[config.mk]
export PLATFORM = sky130hd
export DESIGN_NAME = irq_request_and_vector_map
export DESIGN_NICKNAME = d
export VERILOG_FILES = /design/src/common/irq_map_pkg.sv /design/src/design/io_block_decoder.sv /design/src/design/irq_request_and_vector_map.sv /design/src/design/irq_source_cell.sv
export SDC_FILE = /design/constraint.sdc
export NUM_CORES = 1
export LEC_CHECK = 0
export BUFFER_PORTS_ARGS = -buffer_cell sky130_fd_sc_hd__buf_2
export CELL_PAD_IN_SITES_DETAIL_PLACEMENT = 1
export CELL_PAD_IN_SITES_GLOBAL_PLACEMENT = 2
export CORE_MARGIN = 4
export CORE_UTILIZATION = 25
export CTS_CLUSTER_DIAMETER = 150
export DETAILED_ROUTE_END_ITERATION = 8
export PLACE_DENSITY = 0.93
export SLEW_MARGIN = 40
export SYNTH_ARGS = -nofsm -noshare
export SYNTH_HDL_FRONTEND = slang
export SYNTH_SLANG_ARGS = --single-unit
[constraint.sdc]
create_clock -name ref_clk -period 3.62 [get_ports ref_clk]
set_clock_uncertainty 0.15 [all_clocks]
set_input_delay 0.724 -clock ref_clk [delete_from_list [all_inputs] [get_ports ref_clk]]
set_output_delay 0.724 -clock ref_clk [all_outputs]
set_load 0.01 [all_outputs]
[src/common/irq_map_pkg.sv]
package irq_map_pkg;

   // sizes
   localparam int NUM_SRC   = 9;
   localparam int NUM_VEC   = 34;
   localparam int VEC_W     = 6;
   localparam int WADDR_W   = 8;
   localparam int NUM_PER   = 8;
   localparam int IO_ADDR_W = 16;
   localparam int OFS_W     = 8;
   localparam int CNT_W     = 8;

   // fixed vectors and their program word addresses
   localparam logic [VEC_W-1:0]   VEC_RESET  = 6'h00;
   localparam logic [VEC_W-1:0]   VEC_NMI    = 6'h01;
   localparam logic [VEC_W-1:0]   VEC_VLM    = 6'h02;
   localparam logic [WADDR_W-1:0] ADDR_RESET = 8'h00;
   localparam logic [WADDR_W-1:0] ADDR_NMI   = 8'h02;
   localparam logic [WADDR_W-1:0] ADDR_VLM   = 8'h04;

   // interrupt sources, one flag and one enable bit each
   localparam int SRC_SCAN     = 0; // memory_scan_checker, non-maskable
   localparam int SRC_VLM      = 1; // supply_level_monitor_vector
   localparam int SRC_TA_OVF   = 2; // timer_a_unit overflow
   localparam int SRC_TB1_CAPT = 3; // timer_b_unit_one capture
   localparam int SRC_TB1_OVF  = 4; // timer_b_unit_one overflow
   localparam int SRC_TD_OVF   = 5; // timer_d_unit overflow
   localparam int SRC_SP1_RXC  = 6; // serial_port_one receive complete
   localparam int SRC_SP1_DRE  = 7; // serial_port_one data empty
   localparam int SRC_SP1_TXC  = 8; // serial_port_one transmit complete

   // vector of each source; both timer_b_unit_one sources share one
   localparam logic [VEC_W-1:0] SRC_VEC [NUM_SRC] = '{
      6'h01, 6'h02, 6'h09, 6'h0f, 6'h0f, 6'h10, 6'h1f, 6'h20, 6'h21};
   localparam logic [NUM_SRC-1:0] SRC_NMI_MASK = 9'h001;

   // peripheral register blocks
   localparam int PER_SCAN = 0;
   localparam int PER_SP0  = 1;
   localparam int PER_SP1  = 2;
   localparam int PER_TA   = 3;
   localparam int PER_TB0  = 4;
   localparam int PER_TB1  = 5;
   localparam int PER_TB2  = 6;
   localparam int PER_TD   = 7;
   localparam logic [IO_ADDR_W-1:0] PER_BASE [NUM_PER] = '{
      16'h0120, 16'h0800, 16'h0820, 16'h0a00,
      16'h0b00, 16'h0b10, 16'h0b20, 16'h0b80};
   localparam logic [IO_ADDR_W-1:0] PER_SPAN [NUM_PER] = '{
      16'h001f, 16'h001f, 16'h001f, 16'h00ff,
      16'h000f, 16'h000f, 16'h000f, 16'h007f};

   typedef struct packed {
      logic flag;
      logic enable;
      logic req;
   } src_state_type;

   typedef struct packed {
      logic [NUM_PER-1:0] sel;
      logic [OFS_W-1:0]   offset;
      logic               hit;
   } decode_state_type;

   typedef struct packed {
      logic [VEC_W-1:0]   vector;
      logic [WADDR_W-1:0] word_addr;
      logic               nmi;
   } vec_answer_type;

   typedef struct packed {
      logic               valid;
      vec_answer_type     ans;
      vec_answer_type     taken;
      logic [CNT_W-1:0]   take_count;
   } core_state_type;

   // reset values
   localparam src_state_type    SRC_STATE_RST  = '0;
   localparam decode_state_type DEC_STATE_RST  = '0;
   localparam core_state_type   CORE_STATE_RST = '0;

   // address falls inside a block
   function automatic logic in_window(input logic [IO_ADDR_W-1:0] addr,
                                      input logic [IO_ADDR_W-1:0] base,
                                      input logic [IO_ADDR_W-1:0] span);
      in_window = ((addr & ~span) == base);
   endfunction : in_window

   // two program words per vector slot
   function automatic logic [WADDR_W-1:0] vec_word_addr(input logic [VEC_W-1:0] vec);
      case (vec)
         VEC_RESET: vec_word_addr = ADDR_RESET;
         VEC_NMI:   vec_word_addr = ADDR_NMI;
         VEC_VLM:   vec_word_addr = ADDR_VLM;
         // whole vector kept, slots above 31 need its top bit
         default:   vec_word_addr = WADDR_W'({vec, 1'b0});
      endcase
   endfunction : vec_word_addr

endpackage : irq_map_pkg

[src/design/io_block_decoder.sv]
`timescale 1ns/1ps
`default_nettype none
module io_block_decoder
   import irq_map_pkg::*;
(
   input  wire logic                 ref_clk,
   input  wire logic                 rst,
   input  wire logic                 io_strobe,
   input  wire logic [IO_ADDR_W-1:0] io_addr,
   output logic      [NUM_PER-1:0]   per_select,
   output logic      [OFS_W-1:0]     per_offset,
   output logic                      per_hit
);

   decode_state_type cur_q;
   decode_state_type nxt_d;

   // one-hot select and offset within the block
   always_comb begin
      nxt_d = DEC_STATE_RST;
      if (io_strobe) begin
         for (int p = 0; p < NUM_PER; p++) begin
            if (in_window(io_addr, PER_BASE[p], PER_SPAN[p])) begin
               nxt_d.sel[p]  = 1'b1;
               nxt_d.offset = OFS_W'(io_addr & PER_SPAN[p]);
            end
         end
         nxt_d.hit = |nxt_d.sel;
      end
   end

   always_ff @(posedge ref_clk) begin
      if (rst) begin
         cur_q <= DEC_STATE_RST;
      end else begin
         cur_q <= nxt_d;
      end
   end

   assign per_select = cur_q.sel;
   assign per_offset = cur_q.offset;
   assign per_hit    = cur_q.hit;

endmodule : io_block_decoder
`default_nettype wire

[src/design/irq_request_and_vector_map.sv]
`timescale 1ns/1ps
`default_nettype none
module irq_request_and_vector_map
   import irq_map_pkg::*;
(
   input  wire logic                 ref_clk,
   input  wire logic                 rst,
   // condition pulses from the peripherals
   input  wire logic [NUM_SRC-1:0]   src_event,
   // flag clear pulses, one per source
   input  wire logic [NUM_SRC-1:0]   flag_clear,
   // enable register write: mask selects bits, data gives values
   input  wire logic [NUM_SRC-1:0]   enable_wr_mask,
   input  wire logic [NUM_SRC-1:0]   enable_wr_data,
   // global enable held by the core
   input  wire logic                 global_enable,
   // core takes the offered vector
   input  wire logic                 vector_take,
   // I/O space access
   input  wire logic                 io_strobe,
   input  wire logic [IO_ADDR_W-1:0] io_addr,
   // per-source state
   output logic      [NUM_SRC-1:0]   interrupt_flag_register,
   output logic      [NUM_SRC-1:0]   interrupt_enable_register,
   output logic      [NUM_SRC-1:0]   src_request,
   // per-vector requests
   output logic      [NUM_VEC-1:0]   vec_request,
   // offer to the core
   output logic                      irq_valid,
   output vec_answer_type            irq_answer,
   output vec_answer_type            taken_answer,
   output logic      [CNT_W-1:0]     take_count,
   // block decode
   output logic      [NUM_PER-1:0]   per_select,
   output logic      [OFS_W-1:0]     per_offset,
   output logic                      per_hit
);

   core_state_type cur_q;
   core_state_type nxt_d;

   logic [NUM_SRC-1:0] flag_w;
   logic [NUM_SRC-1:0] enable_w;
   logic [NUM_SRC-1:0] request_w;
   logic [NUM_SRC-1:0] vec_hits [NUM_VEC];
   logic [VEC_W-1:0]   pick_vec;
   logic               pick_any;

   // one cell per source: flag, enable and request gating
   for (genvar s = 0; s < NUM_SRC; s++) begin : g_src
      irq_source_cell #(
         .NON_MASKABLE (SRC_NMI_MASK[s])
      ) u_cell (
         .ref_clk   (ref_clk),
         .rst       (rst),
         .event_in  (src_event[s]),
         .clear_in  (flag_clear[s]),
         .wr_en     (enable_wr_mask[s]),
         .wr_data   (enable_wr_data[s]),
         .global_en (global_enable),
         .flag      (flag_w[s]),
         .enable    (enable_w[s]),
         .request   (request_w[s])
      );
   end

   // fold the sources of each vector together
   for (genvar v = 0; v < NUM_VEC; v++) begin : g_vec
      for (genvar s = 0; s < NUM_SRC; s++) begin : g_hit
         // a source reaches only the vector its peripheral owns
         assign vec_hits[v][s] = (SRC_VEC[s] == VEC_W'(v)) & request_w[s];
      end
      if (v == 0) begin : g_reset_slot
         // the reset slot is never requested
         assign vec_request[v] = 1'b0;
      end else begin : g_live_slot
         assign vec_request[v] = |vec_hits[v];
      end
   end

   // lowest pending vector number wins
   always_comb begin
      pick_vec = VEC_RESET;
      pick_any = 1'b0;
      for (int v = NUM_VEC - 1; v > 0; v--) begin
         if (vec_request[v]) begin
            pick_vec = VEC_W'(v);
            pick_any = 1'b1;
         end
      end
   end

   // offer and take bookkeeping
   always_comb begin
      nxt_d = cur_q;
      nxt_d.valid = pick_any;
      // the fixed slots come out of the address function
      nxt_d.ans.vector    = pick_vec;
      nxt_d.ans.word_addr = vec_word_addr(pick_vec);
      nxt_d.ans.nmi       = (pick_vec == VEC_NMI);
      if (vector_take && cur_q.valid) begin
         nxt_d.taken      = cur_q.ans;
         nxt_d.take_count = cur_q.take_count + CNT_W'(1);
         // flags are left alone: taking the vector does not withdraw its request
      end
   end

   // state register
   always_ff @(posedge ref_clk) begin
      if (rst) begin
         cur_q <= CORE_STATE_RST;
      end else begin
         cur_q <= nxt_d;
      end
   end

   // block decoder for the I/O space
   io_block_decoder u_decode (
      .ref_clk    (ref_clk),
      .rst        (rst),
      .io_strobe  (io_strobe),
      .io_addr    (io_addr),
      .per_select (per_select),
      .per_offset (per_offset),
      .per_hit    (per_hit)
   );

   // outputs
   assign interrupt_flag_register   = flag_w;
   assign interrupt_enable_register = enable_w;
   assign src_request               = request_w;
   // offer lags the requests by one register stage
   assign irq_valid    = cur_q.valid;
   assign irq_answer   = cur_q.ans;
   assign taken_answer = cur_q.taken;
   assign take_count   = cur_q.take_count;

endmodule : irq_request_and_vector_map
`default_nettype wire

[src/design/irq_source_cell.sv]
`timescale 1ns/1ps
`default_nettype none
module irq_source_cell
   import irq_map_pkg::*;
#(
   parameter bit NON_MASKABLE = 1'b0
)(
   input  wire logic ref_clk,
   input  wire logic rst,
   input  wire logic event_in,
   input  wire logic clear_in,
   input  wire logic wr_en,
   input  wire logic wr_data,
   input  wire logic global_en,
   output logic      flag,
   output logic      enable,
   output logic      request
);

   src_state_type cur_q;
   src_state_type nxt_d;

   // flag, enable and registered request gated by the enable bit; the global enable gates the request at the output; a NON_MASKABLE cell skips both gates
   always_comb begin
      nxt_d = cur_q;
      // set beats a clear landing in the same cycle
      nxt_d.flag = event_in | (cur_q.flag & ~clear_in);
      if (wr_en) begin
         nxt_d.enable = wr_data;
      end
      // built from next values so a clear drops it in the same cycle as the flag
      nxt_d.req = nxt_d.flag & (nxt_d.enable | NON_MASKABLE);
   end

   always_ff @(posedge ref_clk) begin
      if (rst) begin
         cur_q <= SRC_STATE_RST;
      end else begin
         cur_q <= nxt_d;
      end
   end

   assign flag    = cur_q.flag;
   assign enable  = cur_q.enable;
   // global gate stays combinational so no stale request leaks
   assign request = cur_q.req & (global_en | NON_MASKABLE);

endmodule : irq_source_cell
`default_nettype wire

* Yosys cells after proc, flatten, opt, wreduce, memory -nomap -nowiden
Index checks and enable logic that the tools add are counted.
** Cells by class
- $add $sub $neg :: 1
- Multiply operators :: 0
- Divide/modulo/power cells :: 0
- Magnitude comparators :: 0
- Equal/unequal tests :: 10
- Shifts and indexed selects :: 0
- Muxes and demuxes :: 48
- Bitwise operators :: 44
- Reductions and logical operators :: 6
** Operators with widths (number)
- $mux 6 :: 8
- $eq 12x8->1 const B :: 3
- $mux 1 :: 30
- $mux 7 :: 4
- $and 1x1->1 :: 25
- $mux 8 :: 3
- $eq 11x7->1 const B :: 2
- $pmux 7 s3 :: 1
- $mux 9 :: 2
- $eq 11x4->1 const B :: 1
- $not 1->1 :: 10
- $eq 9x5->1 const B :: 1
- $or 1x1->1 :: 9
- $add 8x1->8 const B :: 1
- $eq 8x4->1 const B :: 1
- $reduce_or 8->1 :: 1
- $eq 6x1->1 const B :: 1
- $eq 6x2->1 const B :: 1
- $logic_not 6->1 :: 1
- $reduce_or 6->1 :: 1
- $reduce_or 2->1 :: 2
- $logic_and 1x1->1 :: 1
** Storage, ports and cells
- Register bits :: 82
- Latch bits :: 0
- Bits in writable memories :: 0
- Memory bits (read-only) :: 0
- Input port bits :: 57
- Output and inout port bits :: 117
- Logic and storage cells :: 147
- Memories :: 0

* Depth between registers and ports, before layout
- Depth in word-level cells :: 11
- Mapped depth :: 6
- Depth with buffers taken out :: 4

* By module
From an unflattened synthesis, not the netlist that was laid out.
** Unflattened totals
- Cell total of the unflattened synthesis :: 326
- Area total of the unflattened synthesis :: 3070.4 um2
** By module, submodules not included
- irq_request_and_vector_map :: times used 1, cells each 179, area an instance 1522.7 um2, seq. area each 700.7 um2
- irq_source_cell at g_src[1].u_cell ... :: times used 8, cells each 10, area an instance 107.6 um2, seq. area each 60.1 um2
- io_block_decoder :: times used 1, cells each 59, area an instance 606.8 um2, seq. area each 340.3 um2
- irq_source_cell at g_src[0].u_cell :: times used 1, cells each 8, area an instance 80.1 um2, seq. area each 40.0 um2

* Least setup slack after synthesis
No wires, ideal clock.
- Path type :: input to register
- Start :: input port rst
- End :: register cur_q (netlist bit irq_answer[14])
- Library setup time :: 92 ps
- Arrival time :: 2006 ps
- Data required time :: 3378 ps
- Path slack :: 1372 ps
- Cell stages on the path :: 4
- Buffers on the path :: 1
- Path through :: buf_6 or4b_4 or4_4 nor4_1
** RTL lines
- from (decl) :: RTL line irq_request_and_vector_map.sv:7 : input wire logic rst,
- to (signal assigned) :: RTL line irq_request_and_vector_map.sv:113 : cur_q <= nxt_d;
- to (decl) :: RTL line irq_request_and_vector_map.sv:39 : core_state_type cur_q;

* Final worst setup path
- Start :: input port global_enable
- End :: output port vec_request[15]
** On the way
- Word-level cells in the longest chain between the ends :: 2
- Elaborated cells on any way between the ends :: 3
- Classes of those cells :: bitwise (2); reduce/logical (1)
** RTL lines
- from (decl) :: RTL line irq_request_and_vector_map.sv:16 : input wire logic global_enable,
- $and 1x1->1 :: RTL line irq_source_cell.sv:46 : assign request = cur_q.req & (global_en | NON_MASKABLE);
- $reduce_or 2->1 (*) :: RTL line irq_request_and_vector_map.sv:77 : assign vec_request[v] = |vec_hits[v];
- to (decl) :: RTL line irq_request_and_vector_map.sv:27 : output logic [NUM_VEC-1:0] vec_request,
Every way passes the cells marked *; elsewhere a longest branch is shown, timed or not.

==> report_table.html <==
<table>
<tr><th>Metric</th><th>Value</th></tr>
<tr><th colspan="2">Yosys</th></tr>
<tr><td>Number of enable flip-flop cells after synthesis</td><td>0</td></tr>
<tr><td>Adder and majority cell fraction of the synthesized area</td><td>0.397%</td></tr>
<tr><td>Top cells by area in the synthesized netlist</td><td>dfxtp_1 50%, buf_4 15%, nand2_1 4.5%</td></tr>
<tr><td>Area fraction in and, or, nand and nor cells after synthesis</td><td>20.0%</td></tr>
<tr><td>Leading cell type by number of instances after synthesis</td><td>dfxtp_1</td></tr>
<tr><td>Share of the synthesized area in the top cell type</td><td>49.5%</td></tr>
<tr><td>Mean instance size in the synthesized netlist</td><td>between 8 and 9 um2</td></tr>
<tr><td>Cell type contributing the most total cell area after synthesis</td><td>dfxtp_1</td></tr>
<tr><td>Cell Area, Synth</td><td>0.00315 mm2</td></tr>
<tr><td>Count of cell types in the netlist</td><td>33</td></tr>
<tr><td>Most instantiated flip-flop cell in the synthesis netlist</td><td>dfxtp_1</td></tr>
<tr><td>Synth cell count leaders</td><td>78 x dfxtp_1, 64 x buf_4, 38 x nand2_1</td></tr>
<tr><td>Largest family of logic cells by synthesized area</td><td>simple AND/OR/NAND/NOR gates</td></tr>
<tr><td>Post-synthesis register bit count</td><td>78</td></tr>
<tr><td>Xor/xnor cell area share of the yosys netlist</td><td>under 10%</td></tr>
<tr><td>Fraction of the mapped netlist area in compound gates</td><td>roughly 6.7%</td></tr>
<tr><td>Yosys warnings</td><td>0</td></tr>
<tr><td>Number of cells produced by synthesis</td><td>~350</td></tr>
<tr><td>Ys async rst share</td><td>0%</td></tr>
<tr><td>Share of synthesized area occupied by flip-flops and latches</td><td>a little under 50%</td></tr>
<tr><td>Portion of netlist area occupied by mux cells</td><td>under 10%</td></tr>
<tr><th colspan="2">Flow run</th></tr>
<tr><td>Max-cap violation count</td><td>0</td></tr>
<tr><th colspan="2">Global routing</th></tr>
<tr><td>Maximum number of pins on one net before global-route repair</td><td>32</td></tr>
<tr><td>Antenna violations before repair</td><td>0</td></tr>
<tr><td>Wire length of the first global-routing pass</td><td>13.3 mm</td></tr>
<tr><td>GRT Residual Overflow</td><td>0</td></tr>
<tr><td>Vias in the first global route</td><td>2675</td></tr>
<tr><td>GR Util All Layers</td><td>11.8%</td></tr>
<tr><th colspan="2">STA</th></tr>
<tr><td>Worst hold slack</td><td>just over 0.3 ns</td></tr>
<tr><td>Slew at the pin closest to its max-slew limit</td><td>0.732 ns</td></tr>
<tr><td>Total count of hold-check failures in the final report</td><td>0</td></tr>
<tr><td>Post-layout min period</td><td>2.39 ns</td></tr>
<tr><td>Final-layout setup total negative slack</td><td>0 ns</td></tr>
<tr><td>Tightest slew margin relative to the limit</td><td>51.2%</td></tr>
<tr><td>Final Slew Violations</td><td>0</td></tr>
<tr><td>Max frequency</td><td>between 0.4 and 0.5 GHz</td></tr>
<tr><td>RSZ-0062 raised after global routing</td><td>no</td></tr>
<tr><td>Finish-stage setup viols</td><td>0</td></tr>
<tr><td>Portion of the clock cycle consumed by the worst path in the final layout</td><td>~66%</td></tr>
<tr><th colspan="2">Setup path</th></tr>
<tr><td>Startpoint type of the worst setup path</td><td>primary input</td></tr>
<tr><td>Data arrival time of the worst path</td><td>1.51 ns</td></tr>
<tr><td>Crit path required time</td><td>2.75 ns</td></tr>
<tr><td>Standard cell with the maximum stage delay on the critical path</td><td>or2_2</td></tr>
<tr><td>Critical path capture point type</td><td>output port</td></tr>
<tr><td>CP max FO</td><td>11</td></tr>
<tr><td>CP max stage delay</td><td>0.32 ns</td></tr>
<tr><td>Setup slack, reg-to-reg</td><td>1.67 ns</td></tr>
<tr><td>Cell occurring most often along the worst timing path</td><td>buf_2</td></tr>
<tr><td>Setup CP Type</td><td>primary input to output port</td></tr>
<tr><td>Cell chain of the critical path</td><td>buf_2 -&gt; and2_1 -&gt; or2_2 -&gt; buf_2</td></tr>
<tr><th colspan="2">Place</th></tr>
<tr><td>HPWL reported at the end of detailed placement</td><td>6.83 mm</td></tr>
<tr><td>Final weighted congestion of routability-driven global placement</td><td>about 0.75</td></tr>
<tr><td>Standard cell area after detailed placement</td><td>roughly 0.0037 mm2</td></tr>
<tr><td>Number of input and output port buffers inserted</td><td>about 140</td></tr>
<tr><th colspan="2">Clocking</th></tr>
<tr><td>Root buffer cell</td><td>clkbuf_16</td></tr>
<tr><td>CTS Buf Count</td><td>9</td></tr>
<tr><td>Hold-fix buffers at CTS</td><td>0</td></tr>
<tr><td>Num Clock Sinks</td><td>78</td></tr>
<tr><td>Clock-pin transition on the worst setup and hold timing paths</td><td>0.06 ns</td></tr>
<tr><td>Number of levels in the clock H-tree</td><td>3</td></tr>
<tr><td>CTS tree</td><td>done</td></tr>
<tr><td>Maximum buffer depth of the clock tree</td><td>2</td></tr>
<tr><td>Worst-Skew Late Latency</td><td>0.33 ns</td></tr>
<tr><td>Number of buffers added for setup after CTS</td><td>0</td></tr>
<tr><td>PostCTS Resize Cnt</td><td>0</td></tr>
<tr><th colspan="2">Die</th></tr>
<tr><td>Row Count</td><td>40</td></tr>
<tr><td>Height of the die</td><td>120 um</td></tr>
<tr><td>Die Area</td><td>approximately 0.014 mm2</td></tr>
<tr><td>Die span in x</td><td>approximately 120 um</td></tr>
<tr><td>Effective utilization at floorplan</td><td>25.9%</td></tr>
<tr><td>Floorplan core area</td><td>0.0122 mm2</td></tr>
<tr><td>Top-level port count</td><td>174</td></tr>
<tr><th colspan="2">Final layout</th></tr>
<tr><td>Total non-filler cell area in the finished layout</td><td>0.00399 mm2</td></tr>
<tr><td>Layout fillers</td><td>around 1500</td></tr>
<tr><td>Area overhead of the layout relative to synthesis</td><td>26.5%</td></tr>
<tr><td>Fraction of final layout cells with drive strength greater than 1</td><td>between 30% and 40%</td></tr>
<tr><td>Area taken by multi-input logic gates</td><td>between 0.001 and 0.0015 mm2</td></tr>
<tr><td>Number of nets at the end of the flow</td><td>519</td></tr>
<tr><td>Sequential standard cell area</td><td>0.00156 mm2</td></tr>
<tr><td>Antenna Diode Count</td><td>0</td></tr>
<tr><th colspan="2">Routing</th></tr>
<tr><td>Iteration count of the initial detailed-routing pass</td><td>4</td></tr>
<tr><td>Remaining design rule violation count</td><td>0</td></tr>
<tr><td>Antenna Nets Post-Route</td><td>0</td></tr>
<tr><td>Routed Wire Length</td><td>8.41 mm</td></tr>
<tr><td>Via density per instance</td><td>4.10</td></tr>
<tr><td>Routed vias</td><td>between 2000 and 3000</td></tr>
<tr><td>Routed WL per cell</td><td>13.3 um</td></tr>
<tr><td>First-iteration detailed-routing DRC count</td><td>75</td></tr>
<tr><th colspan="2">Pwr</th></tr>
<tr><td>Total leakage power</td><td>2.02 nW</td></tr>
<tr><td>Post-route total power</td><td>between 2 and 2.5 mW</td></tr>
<tr><td>Power density of the placed cells</td><td>508 mW/mm2</td></tr>
<tr><td>Worst ir drop on vdd</td><td>around 0.24 mV</td></tr>
<tr><th colspan="2">Status</th></tr>
<tr><td>Outcome</td><td>finished, final reports clean</td></tr>
<tr><th colspan="2">Min path</th></tr>
<tr><td>Min-Delay Path Class</td><td>register to register</td></tr>
</table>
-- sequential cells by signal (all words and copies together), names as in the netlist --
name,flops
irq_answer,13
irq_valid,1
take_count,8
g_src.u_cell.cur_q,8
taken_answer,13
u_decode.per_offset,8
g_src.u_cell.enable,9
u_decode.per_hit,1
u_decode.per_select,8
g_src.u_cell.flag,9
-- metrics by stage --
stage,utilization (%),cells,setup WS (ns)
2_1_floorplan,-,380,1.37
3_3_place_gp,30.2,618,1.13
3_5_place_dp,30.2,618,1.07
4_1_cts,32.8,634,1.22
5_1_grt,32.8,634,1.19
6_report,32.8,634,1.23
-- metal layers --
metal	global-route usage [%]	wire length (um)
met2	21.3	4370
met3	5.80	789
met5	0	0
met1	12.1	3170
met4	3.40	84
-- logic make-up (layout without fill, tap and decap cells) --
kind of cell / Yosys count / count (layout)
other: 1 / 30
AO/OA/AOI/OAI: 37 / 37
buffers and inverters: 89 / 175
multiplexers: 9 / 9
AND/OR/NAND/NOR: 129 / 129
XOR/XNOR: 7 / 7
flip-flops: 78 / 78
adder cells (fa/ha/maj): 1 / 1
-- where the power goes --
group / switching, mW / leakage, nW / internal, mW / total (mW)
Clock: 0.345 / 0.152 / 0.602 / 0.947
Combinational: 0.106 / 1.24 / 0.0682 / 0.175
Sequential: 0.0201 / 0.635 / 0.886 / 0.906
Total: 0.471 / 2.02 / 1.56 / 2.03
-- area by class of cell --
class,count,share of cell area [%]
Sequential cell,78,39.2
Tap cell,168,5.27
Clock buffer,10,5.74
Multi-Input combinational cell,213,28.0
Clock inverter,6,2.17
Inverter,14,1.32
Timing Repair Buffer,145,18.3
-- final timing paths --
kind,from,endpoint,cells past startpoint
setup / recovery,global_enable,vec_request[15],4
hold / removal,irq_answer[5],taken_answer[5],2
setup reg to reg,g_src[0].u_cell.flag,irq_answer[14],3
hold reg to reg,irq_answer[5],taken_answer[5],2
-- layout by cell type (no fill, tap or decap), drive strengths merged, types with 2 or more instances in the layout --
master   synthesis  final
nor2b            4      4
clkbuf           9     10
nor4             6      6
nor2            35     35
o2bb2ai          2      2
a21oi           27     27
nor3            12     12
nor3b            2      2
or4b             2      2
inv             14     14
a211oi           3      3
nand2           38     38
xor2             6      6
conb             1     30
bufinv           0      2
o311a            2      2
mux2i            9      9
nand4            5      5
buf             66    145
clkinv           0      3
and3             9      9
and2            10     10
o21ai            3      3
dfxtp           78     78
-- critical path, delay by kind of cell --
| family | cells | cell delay, ns |
|---|---|---|
| AND/OR/NAND/NOR | 2 | 0.48 |
| buffers and inverters | 2 | 0.31 |
(Power assumes the default switching activity.)
